===== config.mk =====
export PLATFORM = sky130hd
export DESIGN_NAME = adc_input_config_sequencer
export DESIGN_NICKNAME = d
export VERILOG_FILES = /design/src/hw/adc_cfg_pkg.sv /design/src/hw/frame_bus_if.sv /design/src/hw/adc_input_config_sequencer.sv /design/src/hw/pair_coding_decode.sv /design/src/hw/serial_frame_rx.sv
export SDC_FILE = /design/constraint.sdc
export NUM_CORES = 2
export LEC_CHECK = 0
export BUFFER_PORTS_ARGS = -buffer_cell sky130_fd_sc_hd__buf_2
export CORE_MARGIN = 5
export CORE_UTILIZATION = 30
export DETAILED_ROUTE_END_ITERATION = 10
export PLACE_DENSITY = 0.41
export REMOVE_ABC_BUFFERS = 1
export SYNTH_ARGS = -nofsm -noshare
export SYNTH_HDL_FRONTEND = slang
export SYNTH_HIERARCHICAL = 1
export SYNTH_SLANG_ARGS = --single-unit

===== constraint.sdc =====
create_clock -name clk_sys -period 6.25 [get_ports clk_sys]
set_input_delay 0.3125 -clock clk_sys [delete_from_list [all_inputs] [get_ports clk_sys]]
set_output_delay 0.3125 -clock clk_sys [all_outputs]
set_load 0.03 [all_outputs]

===== src/hw/adc_cfg_pkg.sv =====
// Shared constants for the converter input configuration and sequencer block.
package adc_cfg_pkg;
  localparam int unsigned WORD_W    = 16;    // Bits in one configuration or mode word.
  localparam int unsigned ID_W      = 4;     // Bits in one channel identifier.
  localparam int unsigned SEQ_DEPTH = 256;   // Largest sequence length.
  localparam int unsigned PAIRS     = 8;     // Number of even/odd input pairs.
  localparam int unsigned CH_N      = 16;    // Number of analog inputs.

  // Word layout shared by every configuration word.
  localparam int unsigned CODE_HI   = 15;    // Top bit of the register select code.
  localparam int unsigned CODE_LO   = 11;    // Bottom bit of the register select code.
  localparam int unsigned FIELD_HI  = 10;    // Top bit of the per-pair or length field.
  localparam int unsigned FIELD_LO  = 3;     // Bottom bit of the per-pair or length field.
  localparam int unsigned COMREF_BIT = 2;    // Position of the common reference mode bit.

  // Register select codes carried in bits 15:11.
  localparam logic [4:0] UNIPOLAR_SELECT_CODE = 5'h11;
  localparam logic [4:0] BIPOLAR_SELECT_CODE  = 5'h12;
  localparam logic [4:0] SCAN_HIGH_CODE       = 5'h14;
  localparam logic [4:0] SCAN_LOW_CODE        = 5'h15;
  localparam logic [4:0] SEQUENCE_SELECT_CODE = 5'h16;

  // Mode control word layout.
  localparam int unsigned MODE_HI   = 14;    // Top bit of the scan mode field.
  localparam int unsigned MODE_LO   = 11;    // Bottom bit of the scan mode field.
  localparam int unsigned PICK_HI   = 10;    // Top bit of the channel pick field.
  localparam int unsigned PICK_LO   = 7;     // Bottom bit of the channel pick field.
  localparam int unsigned SHDN_BIT  = 3;     // Automatic shutdown request bit.

  // Scan mode codes.
  localparam logic [3:0] MODE_NONE     = 4'h0;
  localparam logic [3:0] MODE_MANUAL   = 4'h1;
  localparam logic [3:0] MODE_REPEAT   = 4'h2;
  localparam logic [3:0] MODE_STANDARD = 4'h3;
  localparam logic [3:0] MODE_UPPER    = 4'h5;
  localparam logic [3:0] MODE_CUSTOM   = 4'h7;
  localparam logic [3:0] MODE_SEQUENCE = 4'h9;

  // Reset value and channel limits.
  localparam logic [7:0] PAIRS_RESET = 8'h00;
  localparam logic [3:0] CHANNEL_ZERO = 4'h0;
  localparam logic [3:0] CHANNEL_LAST = 4'hF;
endpackage


===== src/hw/frame_bus_if.sv =====
// Interface carrying framed serial bit events from the pin receiver to the core.
interface frame_bus_if;
  logic frame_start;  // One-cycle pulse on a falling chip select.
  logic frame_end;    // One-cycle pulse on a rising chip select.
  logic bit_valid;    // One-cycle pulse on a rising serial clock inside a frame.
  logic bit_value;    // Data-in level captured with bit_valid.

  // The receiver drives the events.
  modport source (output frame_start, output frame_end, output bit_valid, output bit_value);
  // The core consumes them.
  modport sink (input frame_start, input frame_end, input bit_valid, input bit_value);
endinterface


===== src/hw/adc_input_config_sequencer.sv =====
// Configuration decoder, channel sequencer and sequence loader of the converter.

// Functional notes
// RQ1 - Coding and arrangement follow unipolar, bipolar registers.
// RQ2 - Pick field or scan bits select channel.
// RQ3 - Sequence holds up to 256 entries.
// RQ4 - Each entry is one 4-bit identifier.
// RQ5 - Host sends length frame, then pattern frame.
// RQ6 - New sequence active by next chip-select fall.
// RQ7 - Missing entries become channel zero.
// RQ8 - Surplus pattern bits ignored until deselect.
// RQ9 - Broken final nibble stores channel zero.
// RQ10 - Mode write starts at first sequence entry.
// RQ11 - Shutdown accepted while reading final result.
// RQ12 - Length change needs a full new pattern.
// RQ13 - All clear single-ended; bipolar only two's complement.
// RQ14 - Pseudo-differential bit overrides the bipolar bit.
// RQ15 - Common reference mode forces unipolar single input.
// RQ16 - Same decision applies to every pair.
// RQ17 - Code 10001 writes the unipolar register.
// RQ18 - Pair bits 10 to 3, default zero.
// RQ19 - Bit 2 enables common reference mode.
// RQ20 - Code 10010 writes the bipolar register.
// RQ21 - Code 10110 sets length, field plus one.
// RQ22 - First bit one configures, zero is mode control.
// RQ23 - Identifiers MSB first, in position order.
// RQ24 - Identifier n selects analog input n.
module adc_input_config_sequencer (
  input  wire logic       clk_sys,
  input  wire logic       reset_n,
  input  wire logic       cs_n,
  input  wire logic       sclk,
  input  wire logic       din,
  input  wire logic       conv_done,
  output logic [3:0]      channel,
  output logic            differential,
  output logic            twos_complement,
  output logic            common_reference,
  output logic [3:0]      scan_mode,
  output logic            sequence_active,
  output logic            shutdown_request
);
  localparam int unsigned CNT_W = $clog2(adc_cfg_pkg::SEQ_DEPTH + 1);  // Width of an entry count.
  localparam int unsigned PTR_W = $clog2(adc_cfg_pkg::SEQ_DEPTH);      // Width of an entry index.

  // All core state in one record.
  typedef struct packed {
    logic [adc_cfg_pkg::SEQ_DEPTH-1:0][adc_cfg_pkg::ID_W-1:0] entries;  // Sequence storage.
    logic [adc_cfg_pkg::WORD_W-1:0] shift;       // Word being received.
    logic [4:0]                     nbits;       // Bits received in this frame, saturating.
    logic                           in_pattern;  // This frame carries identifiers.
    logic [adc_cfg_pkg::ID_W-1:0]   nib;         // Identifier being assembled.
    logic [1:0]                     nib_cnt;     // Bits already in nib.
    logic [CNT_W-1:0]               filled;      // Complete identifiers stored this load.
    logic [CNT_W-1:0]               filled_act;  // Stored identifiers of the active sequence.
    logic [7:0]                     len_staged;  // Length field of the last length word.
    logic [7:0]                     len_act;     // Length field of the active sequence.
    logic                           pattern_due; // Next frame is the pattern frame.
    logic                           activate_due;// Pattern stored, waiting for the next frame.
    logic                           seq_valid;   // A sequence is active.
    logic [7:0]                     uni;         // Pair pseudo-differential bits.
    logic                           comref;      // Common reference mode bit.
    logic [7:0]                     bip;         // Pair bipolar bits.
    logic [adc_cfg_pkg::CH_N-1:0]   scan;        // Per channel scan bits.
    logic [3:0]                     mode;        // Scan mode.
    logic [3:0]                     pick;        // Channel pick field.
    logic                           shdn;        // Automatic shutdown request.
    logic [PTR_W-1:0]               ptr;         // Current scan or sequence position.
    logic [3:0]                     chan;        // Registered selected channel.
    logic                           diff;        // Registered arrangement.
    logic                           twos;        // Registered coding.
    logic                           cref;        // Registered common reference use.
  } core_state_t;

  core_state_t q;  // Registered state.
  core_state_t d;  // Next state.

  frame_bus_if fb ();  // Frame events from the pin receiver.

  logic [3:0] sel_chan;   // Channel chosen from the current position.
  logic       dec_diff;   // Decoded arrangement for sel_chan.
  logic       dec_twos;   // Decoded coding for sel_chan.
  logic       dec_cref;   // Decoded common reference use for sel_chan.

  // Synchronises the pins and turns them into frame events.
  serial_frame_rx u_rx (
    .clk_sys (clk_sys),
    .reset_n (reset_n),
    .cs_n    (cs_n),
    .sclk    (sclk),
    .din     (din),
    .evt     (fb.source)
  );

  // Decides arrangement and coding for the selected channel.
  pair_coding_decode u_dec (
    .channel          (sel_chan),
    .pseudo_diff_bits (q.uni),
    .bipolar_bits     (q.bip),
    .common_ref       (q.comref),
    .differential     (dec_diff),
    .twos_complement  (dec_twos),
    .against_common   (dec_cref)
  );

  // Returns the next enabled scan channel after cur, wrapping; cur itself if none other.
  function automatic logic [3:0] next_scan(input logic [15:0] mask, input logic [3:0] cur);
    logic [3:0] r;
    logic [3:0] idx;
    logic       found;
    r     = cur;
    found = 1'b0;
    for (int i = 1; i <= adc_cfg_pkg::CH_N; i++) begin
      idx = cur + 4'(i);
      if (!found && mask[idx]) begin
        r     = idx;
        found = 1'b1;
      end
    end
    return r;
  endfunction

  // Returns the sequence entry at a position, zero where no identifier was stored.
  function automatic logic [3:0] entry_at(input core_state_t s, input logic [PTR_W-1:0] p);
    logic [3:0] r;
    r = adc_cfg_pkg::CHANNEL_ZERO;
    if ({1'b0, p} < s.filled_act) begin
      r = s.entries[p];  // [RQ24]
    end
    return r;  // [RQ7] [RQ9]
  endfunction

  // Maps the current position onto a channel for the active mode.
  always_comb begin
    unique case (q.mode)
      adc_cfg_pkg::MODE_MANUAL, adc_cfg_pkg::MODE_REPEAT: begin
        sel_chan = q.pick;  // [RQ2]
      end
      adc_cfg_pkg::MODE_STANDARD, adc_cfg_pkg::MODE_UPPER, adc_cfg_pkg::MODE_CUSTOM: begin
        sel_chan = q.ptr[3:0];  // [RQ2]
      end
      adc_cfg_pkg::MODE_SEQUENCE: begin
        sel_chan = entry_at(q, q.ptr);  // [RQ24]
      end
      default: begin
        sel_chan = q.pick;
      end
    endcase
  end

  // Frame reception, register writes, sequence loading and position stepping.
  always_comb begin
    d = q;

    // Selected channel and its decoded settings follow one cycle later.
    d.chan = sel_chan;
    d.diff = dec_diff;  // [RQ1]
    d.twos = dec_twos;  // [RQ1]
    d.cref = dec_cref;

    // A falling chip select opens the frame and may activate a stored pattern.
    if (fb.frame_start) begin
      d.nbits      = '0;
      d.nib_cnt    = '0;
      d.in_pattern = q.pattern_due;
      if (q.pattern_due) begin
        d.filled = '0;
      end
      if (q.activate_due) begin
        d.len_act      = q.len_staged;  // [RQ6]
        d.filled_act   = q.filled;
        d.seq_valid    = 1'b1;
        d.activate_due = 1'b0;
      end
    end

    // Each serial bit is shifted in most significant first.
    if (fb.bit_valid) begin
      d.shift = {q.shift[adc_cfg_pkg::WORD_W-2:0], fb.bit_value};
      if (q.nbits != 5'(adc_cfg_pkg::WORD_W)) begin
        d.nbits = q.nbits + 5'h01;
      end
      if (q.in_pattern) begin
        // Identifiers assemble MSB first, one per four bits.
        d.nib     = {q.nib[adc_cfg_pkg::ID_W-2:0], fb.bit_value};  // [RQ23] [RQ4]
        d.nib_cnt = q.nib_cnt + 2'h1;
        if (q.nib_cnt == 2'h3) begin
          if (q.filled <= CNT_W'(q.len_staged)) begin
            // Position filled in arrival order.
            d.entries[q.filled[PTR_W-1:0]] = d.nib;  // [RQ23] [RQ3]
            d.filled = q.filled + CNT_W'(1);
          end
          // Identifiers past the length are dropped until deselect.  [RQ8]
        end
      end
    end

    // A rising chip select completes the frame.
    if (fb.frame_end) begin
      if (q.in_pattern) begin
        // A partial nibble is never stored; its position reads as zero.  [RQ9]
        d.in_pattern   = 1'b0;
        d.pattern_due  = 1'b0;
        d.activate_due = 1'b1;
      end else if (q.nbits == 5'(adc_cfg_pkg::WORD_W)) begin
        if (q.shift[adc_cfg_pkg::CODE_HI]) begin
          // Configuration word selected by its code.  [RQ22]
          unique case (q.shift[adc_cfg_pkg::CODE_HI:adc_cfg_pkg::CODE_LO])
            adc_cfg_pkg::UNIPOLAR_SELECT_CODE: begin
              d.uni    = q.shift[adc_cfg_pkg::FIELD_HI:adc_cfg_pkg::FIELD_LO];  // [RQ17] [RQ18]
              d.comref = q.shift[adc_cfg_pkg::COMREF_BIT];                       // [RQ19]
            end
            adc_cfg_pkg::BIPOLAR_SELECT_CODE: begin
              d.bip = q.shift[adc_cfg_pkg::FIELD_HI:adc_cfg_pkg::FIELD_LO];  // [RQ20]
            end
            adc_cfg_pkg::SCAN_HIGH_CODE: begin
              d.scan[15:8] = q.shift[adc_cfg_pkg::FIELD_HI:adc_cfg_pkg::FIELD_LO];
            end
            adc_cfg_pkg::SCAN_LOW_CODE: begin
              d.scan[7:0] = q.shift[adc_cfg_pkg::FIELD_HI:adc_cfg_pkg::FIELD_LO];
            end
            adc_cfg_pkg::SEQUENCE_SELECT_CODE: begin
              // Length word; the next frame must bring the pattern.  [RQ5] [RQ12]
              d.len_staged   = q.shift[adc_cfg_pkg::FIELD_HI:adc_cfg_pkg::FIELD_LO];  // [RQ21]
              d.pattern_due  = 1'b1;
              d.activate_due = 1'b0;
            end
            default: begin
              // Other codes belong to registers outside this block.
            end
          endcase
        end else begin
          // Mode control word restarts the scan at its first position.  [RQ22]
          d.mode = q.shift[adc_cfg_pkg::MODE_HI:adc_cfg_pkg::MODE_LO];
          d.pick = q.shift[adc_cfg_pkg::PICK_HI:adc_cfg_pkg::PICK_LO];
          d.shdn = q.shift[adc_cfg_pkg::SHDN_BIT];  // [RQ11]
          unique case (d.mode)
            adc_cfg_pkg::MODE_UPPER: begin
              d.ptr = PTR_W'(d.pick);
            end
            adc_cfg_pkg::MODE_CUSTOM: begin
              d.ptr = PTR_W'(next_scan(q.scan, adc_cfg_pkg::CHANNEL_LAST));  // [RQ2]
            end
            default: begin
              d.ptr = '0;  // [RQ10]
            end
          endcase
        end
      end
    end

    // A finished conversion steps to the next position of the scan unless a frame ends in the same cycle.
    if (conv_done && !fb.frame_end) begin
      unique case (q.mode)
        adc_cfg_pkg::MODE_STANDARD: begin
          d.ptr = (q.ptr[3:0] == q.pick) ? '0 : q.ptr + PTR_W'(1);
        end
        adc_cfg_pkg::MODE_UPPER: begin
          d.ptr = (q.ptr[3:0] == adc_cfg_pkg::CHANNEL_LAST) ? PTR_W'(q.pick) : q.ptr + PTR_W'(1);
        end
        adc_cfg_pkg::MODE_CUSTOM: begin
          d.ptr = PTR_W'(next_scan(q.scan, q.ptr[3:0]));  // [RQ2]
        end
        adc_cfg_pkg::MODE_SEQUENCE: begin
          // Wraps after entry number length-field, giving field plus one entries.
          d.ptr = (q.ptr == q.len_act) ? '0 : q.ptr + PTR_W'(1);  // [RQ21]
        end
        default: begin
          d.ptr = q.ptr;
        end
      endcase
    end
  end

  // Registers the core state; all pair bits and the length start cleared.
  always_ff @(posedge clk_sys) begin
    if (!reset_n) begin
      q      <= '0;
      q.uni  <= adc_cfg_pkg::PAIRS_RESET;  // [RQ18]
      q.bip  <= adc_cfg_pkg::PAIRS_RESET;
      q.mode <= adc_cfg_pkg::MODE_NONE;
    end else begin
      q <= d;
    end
  end

  // Outputs come straight from the registered state.
  assign channel          = q.chan;
  assign differential     = q.diff;
  assign twos_complement  = q.twos;
  assign common_reference = q.cref;
  assign scan_mode        = q.mode;
  assign sequence_active  = q.seq_valid;
  assign shutdown_request = q.shdn;
endmodule // adc_input_config_sequencer


===== src/hw/pair_coding_decode.sv =====
// Per-channel input arrangement and output coding decision from the pair bits.
module pair_coding_decode (
  input  wire logic [3:0] channel,
  input  wire logic [7:0] pseudo_diff_bits,
  input  wire logic [7:0] bipolar_bits,
  input  wire logic       common_ref,
  output logic            differential,
  output logic            twos_complement,
  output logic            against_common
);
  logic [2:0] pair;      // Pair index of the channel.
  logic       uni_bit;   // Pseudo-differential bit of the pair.
  logic       bip_bit;   // Bipolar bit of the pair.

  // Pair 0 sits in the top bit of each field, pair 7 in the bottom.
  assign pair    = channel[3:1];
  assign uni_bit = pseudo_diff_bits[3'h7 - pair];  // [RQ16]
  assign bip_bit = bipolar_bits[3'h7 - pair];      // [RQ16]

  // Resolves the precedence between the three controlling bits.
  always_comb begin
    if (common_ref) begin
      // Single input against the shared reference, binary.
      differential    = 1'b0;  // [RQ15]
      twos_complement = 1'b0;
      against_common  = 1'b1;
    end else if (uni_bit) begin
      // Unipolar pair wins over the bipolar bit.
      differential    = 1'b1;  // [RQ14]
      twos_complement = 1'b0;
      against_common  = 1'b0;
    end else begin
      // Bipolar pair is two's complement, otherwise single-ended binary.
      differential    = bip_bit;  // [RQ13] [RQ1]
      twos_complement = bip_bit;
      against_common  = 1'b0;
    end
  end
endmodule // pair_coding_decode


===== src/hw/serial_frame_rx.sv =====
// Pin synchroniser and edge finder for the chip-select framed serial link.
module serial_frame_rx (
  input  wire logic  clk_sys,
  input  wire logic  reset_n,
  input  wire logic  cs_n,
  input  wire logic  sclk,
  input  wire logic  din,
  frame_bus_if.source evt
);
  // All receiver state in one record.
  typedef struct packed {
    logic [2:0] meta;   // First synchroniser stage of cs_n, sclk, din.
    logic [2:0] sync;   // Second synchroniser stage.
    logic [1:0] prev;   // Previous synchronised cs_n and sclk.
    logic       start;  // Frame start pulse.
    logic       stop;   // Frame end pulse.
    logic       bvalid; // Bit pulse.
    logic       bval;   // Bit value.
  } rx_state_t;

  rx_state_t q;  // Registered state.
  rx_state_t d;  // Next state.

  // Finds chip-select and serial-clock edges on the second stage only.
  always_comb begin
    d        = q;
    d.meta   = {cs_n, sclk, din};
    d.sync   = q.meta;
    d.prev   = q.sync[2:1];
    // Falling chip select opens a frame.
    d.start  = q.prev[1] && !q.sync[2];
    // Rising chip select closes it.
    d.stop   = !q.prev[1] && q.sync[2];
    // Rising serial clock while selected carries one bit.
    d.bvalid = !q.sync[2] && !q.prev[0] && q.sync[1];
    d.bval   = q.sync[0];
  end

  // Registers the state; idle pins read as deselected.
  always_ff @(posedge clk_sys) begin
    if (!reset_n) begin
      q <= '{meta: 3'h4, sync: 3'h4, prev: 2'h2, default: '0};
    end else begin
      q <= d;
    end
  end

  assign evt.frame_start = q.start;
  assign evt.frame_end   = q.stop;
  assign evt.bit_valid   = q.bvalid;
  assign evt.bit_value   = q.bval;
endmodule // serial_frame_rx

[Word level (Yosys, flattened, before mapping)]
Cells that the tools add are included.
Storage, ports and cells
  bits in registers: 1157
  latch bits: 0
  bits in writable memories: 0
  bits in read-only memories: 0
  output and inout bits: 13
  memories kept: 0
Operators by class
  $add $sub $neg: 20
  multipliers: 0
  div/mod/pow operators: 0
  magnitude comparators: 22
  eq/ne operators: 22
  shift-type cells: 0
  mux-type cells: 241
  bitwise operators: 3
  reduce and logical (&&, ||, !) cells: 90
Operators with widths (number)
  1024-bit bitwise mux: 1
  1-bit two-way mux: 159
  4-bit two-way mux: 35
  4-bit by 5-bit < comparator with 1-bit output, second input constant: 16
  1-bit binary-select mux with 4-bit select: 16
  8-bit two-way mux: 8
  1-bit logical AND: 36
  9-bit two-way mux: 4
  1-bit logical NOT: 34
  4-bit adder, second input constant: 8
  4-bit binary-select mux with 8-bit select: 1
  4-bit demux with 8-bit select: 1
  8-bit one-hot mux with 4 select lines: 1
  5-bit equality test, second input constant: 6
  5-bit AND reduction: 6
  11-bit two-way mux: 2
  20-bit two-way mux: 1
  8-bit by 9-bit < comparator with 1-bit output, second input constant: 2
  17-bit != test, second input constant: 1
  4-bit by 3-bit adder with 4-bit output, second input constant: 4
  4-bit by 3-bit equality test with 1-bit output, second input constant: 4
  4-bit one-hot mux with 2 select lines: 2
  4-bit AND reduction: 3
  2-bit two-way mux: 5
  other kinds (29): 42

[Longest topological paths before layout]
  word-level depth: 127
  mapped depth: 19
  mapped depth without buffers: 15

[Hierarchy]
Netlist, hierarchy kept.
Modules (own cells, without submodules)
  adc_input_config_sequencer: times used 1, cells an instance 5031, area an instance 53420.0 um^2, seq. area each 22922.0 um^2
  serial_frame_rx: times used 1, cells an instance 25, area an instance 342.8 um^2, seq. area each 240.2 um^2
  pair_coding_decode: times used 1, cells an instance 11, area an instance 146.4 um^2, seq. area each 0.0 um^2

[Worst setup path after synthesis]
No wires, ideal clock.
  path type: register to register
  start: register q[8] (netlist name)
  end: register q[7] (netlist name)
  library setup time: 126 ps
  arrival time: 5108 ps
  data required time: 6124 ps
  slack: 1016 ps
  cell stages (with the launch flop): 19
  path buffers: 6
  path through: dfxtp_1 -> buf_2 -> buf_1 -> clkbuf_1 -> buf_1 -> inv_1 -> ha_1 -> clkbuf_1 -> mux4_2 -> mux2_2 -> a2111oi_2 -> and3_1 -> buf_4 -> nand2_2 -> nor2_2 -> a32oi_1 -> a31o_1 -> a221oi_2 -> o31ai_1
Between the ends
  word-level cells in the longest chain between the ends: 80
  elaborated cells on any way between the ends: 148
  those cells by class: 15 x add/sub; 5 x eq/ne; 97 x mux; 31 x reduce/logical
Ends and longest elaborated chain
  start, declared: line adc_input_config_sequencer.sv:75  | core_state_t q;
  4-bit by 1-bit adder with 4-bit output: line adc_input_config_sequencer.sv:114  | idx = cur + 4'(i);
  1-bit binary-select mux with 4-bit select: line adc_input_config_sequencer.sv:115  | if (!found && mask[idx]) begin
  1-bit two-way mux (implied by the code): line adc_input_config_sequencer.sv:115
  1-bit two-way mux: line adc_input_config_sequencer.sv:115
  1-bit two-way mux: line adc_input_config_sequencer.sv:254  | unique case (q.mode)
  1-bit two-way mux: line adc_input_config_sequencer.sv:253  | if (conv_done && !fb.frame_end) begin
  1-bit logical NOT: line adc_input_config_sequencer.sv:115
  1-bit logical AND: line adc_input_config_sequencer.sv:115
  [64 not listed]
  1-bit logical AND: line adc_input_config_sequencer.sv:115
  1-bit two-way mux: line adc_input_config_sequencer.sv:115
  1-bit two-way mux: line adc_input_config_sequencer.sv:254
  1-bit two-way mux: line adc_input_config_sequencer.sv:253
  1-bit logical NOT: line adc_input_config_sequencer.sv:115
  1-bit logical AND: line adc_input_config_sequencer.sv:115
  3-bit != test (no source line)
  7-bit AND reduction (no source line)
Several ways; a longest one is shown, not always the timed one. The select of a mux whose other input is x is not followed.
A chain may end at the register's enable or synchronous reset.

[Worst setup path in the final report]
  start: register q[7] (netlist name)
  end: register q[7] (netlist name)
Same word-level chain as after synthesis.

==> results.yml <==
worst_setup_path:
  arrival_ps: 6000
  r2r_setup_slack_ps: 850
  critical-path-slowest-cell: "dfxtp_4"
  cp_slowest_stage_delay_ps: 1010
  cpLargestDelayFamily: "compound AO/OA/AOI/OAI gates"
  crit_path_max_fanout: 35
  r2r_cells: 14
  r2r_end: "q[7]"
  crit_path_cell_trace: "buf_12 -> inv_1 -> ha_1 -> buf_4 -> mux4_2 -> mux2_2 -> a2111oi_2 -> and3_1 -> nand2_2 -> nor2_2 -> a32oi_1 -> a211oi_1 -> o211ai_1 -> o31ai_1"
  critical_path_class: "register to register"
  start_kind: "register"
  crit_buf_inv: 3
  cp.required_ps: 6850
  reg2reg_from: "q[7]"
  worst_setup_path_end_kind: "register"
synth:
  yosys_warnings: 6
  syn_area_per_cell_um2: 10.6
  synthCells: 5066
  syn-cell-area_um2: 53900
sta:
  slew-limit-headroom_pct: 6.76
  finalCritPeriodShare_pct: 86.4
  rsz0062_at_grt: "false"
  fin_crit_ps: 5400
  drv_slew: 0
  max_freq_ghz: 0.185
  finalHoldViolations: 0
  finClkSkew_ps: 27.2
  worst-slew-pin-transition_ps: 1390
  setup_viol: 0
layout:
  fin_area_um2: 61500
  layout_commonest_cell: "dfxtp_1"
  final_nets: 4985
  final_cell_mix: "dfxtp_1, nand2_1, mux2i_1"
  area_growth_pct: 14.1
  finalNonFillerCells: 7410
  drive_above_1_share_pct: 16.4
routing:
  vias: 38400
  firstDrtPassIters: 6
  drt.antenna.violating_nets: 0
  viasPerCell: 5.19
  drcViolationCount: 0
  drt-total-wl_um: 174000
  wl_per_cell_um: 23.5
  drt_iter0_drc: 2772
clock_network:
  insertion_delay_ps: 780
  tritoncts.num_buffers: 140
  path_clk_slew_ps: 60
  cts_sinks: 1157
  clk_path_buf_depth: 3
  htreeDepth: 4
  tritoncts: "built"
  cts-root-buf: "clkbuf_16"
hold_path:
  hold_path.class: "primary input to register"
  min_path_cells: 4
  min_from: "conv_done"
  hold-path-endpoint: "q[7]"
pwr:
  peakVddDrop_mv: 0.270
  p_int_mw: 12.2
  p_switching_mw: 3.50
  power_frac_seq_pct: 47.0
  p_leak_nw: 19.6
  power_mw: 15.7
  p_clk_share_pct: 51.9
  comb_power_share_pct: 1.0
  netSwitchingFraction_pct: 22.3
  power_density_nw_per_um2: 255
placed_design:
  dp.cells: 7154
  dpl.hpwl_um: 108000
  routabilityCongestion: 0.796
  placed_cell_area_um2: 56900
  portBuffers: 18
floorplanning:
  pin_count: 19
  initial_core_util_pct: 30.2
  dieHeight_um: 434
  coreArea_um2: 179000
  die_area_um2: 188000
  die_x_um: 434
  fp-row-count: 155
grt:
  grt_pass1_wl_um: 263000
  first_global_vias: 38700
  antenna_found_initial: 6
  grt_max_degree: 202
  grt_overflow_total: 0
  gr-usage-all-layers_pct: 18.3
run:
  cap_violations: 0
run_status:
  status: "completed"
## cell type report
cell class                 instances  area, µm²
fill                           17700     117000
clock inverter                    38        459
antenna                            1       2.50
inverter                          33        131
tap                             2355       2950
timing repair buffer             201       1790
clock buffer                     211       4090
sequential                      1157      23200
multi-input combinational       3414      28900
## state kept, by name, indices dropped and copies added (netlist names)
| signal | cells |
|---|---|
| sequence_active | 1 |
| u_rx/evt.bit_value | 1 |
| common_reference | 1 |
| differential | 1 |
| channel | 4 |
| u_rx/d | 6 |
| u_rx/q | 2 |
| u_rx/evt.bit_valid | 1 |
| q | 1132 |
| twos_complement | 1 |
| scan_mode | 4 |
| u_rx/evt.frame_start | 1 |
| u_rx/evt.frame_end | 1 |
| shutdown_request | 1 |
## per-layer routing
metal	up-vias	GRT usage (%)	wire length, µm
met2	847	28.7	78600
met5	-	0	0
met1	19400	26.0	83400
li1	18000	-	-
met4	0	5.27	4740
met3	218	2.89	7300
## metrics by stage
step / setup WS [ps] / hold WS (ps) / setup TNS [ps] / utilization (%)
2_1_floorplan: -10030 / 386 / -3150470 / -
3_3_place_gp: 865 / 413 / 0 / 31.8
3_5_place_dp: 896 / 406 / 0 / 31.8
4_1_cts: 833 / 223 / 0 / 34.4
5_1_grt: 531 / 258 / 0 / 34.4
6_report: 849 / 292 / 0 / 34.4
## power groups by stage
stage / clock network [mW] / registers (mW) / logic (mW)
floorplan: 0 / 7.54 / 0.0211
global placement: 0 / 7.54 / 0.163
detailed placement: 0 / 7.54 / 0.161
CTS: 8.41 / 7.38 / 0.164
global route: 8.69 / 7.37 / 0.177
finish: 8.15 / 7.38 / 0.161
## how the worst max path moves through the flow
| stage | from | endpoint | slack (ps) | depth (start not counted) |
|---|---|---|---|---|
| global route | q[7] | q[7] | 530 | 14 |
| detailed placement | q[7] | q[7] | 900 | 14 |
| global placement | q[7] | q[7] | 860 | 14 |
| floorplan | q[7] | q[7] | -10030 | 12 |
| finish | q[7] | q[7] | 850 | 14 |
| CTS | q[7] | q[7] | 830 | 14 |
## repair_timing
action	in CTS	in global routing
hold buffers	5	0
hold endpoints to repair	5	0
gates resized for setup	0	0
endpoints found under the setup margin	0	0
buffers inserted	0	0
## tightest hold or removal path, delay by kind of cell
family,cells,cell delay [ps]
buf+inv,1,110
compound gates,2,400
simple gates,1,170
(Power assumes the default switching activity.)
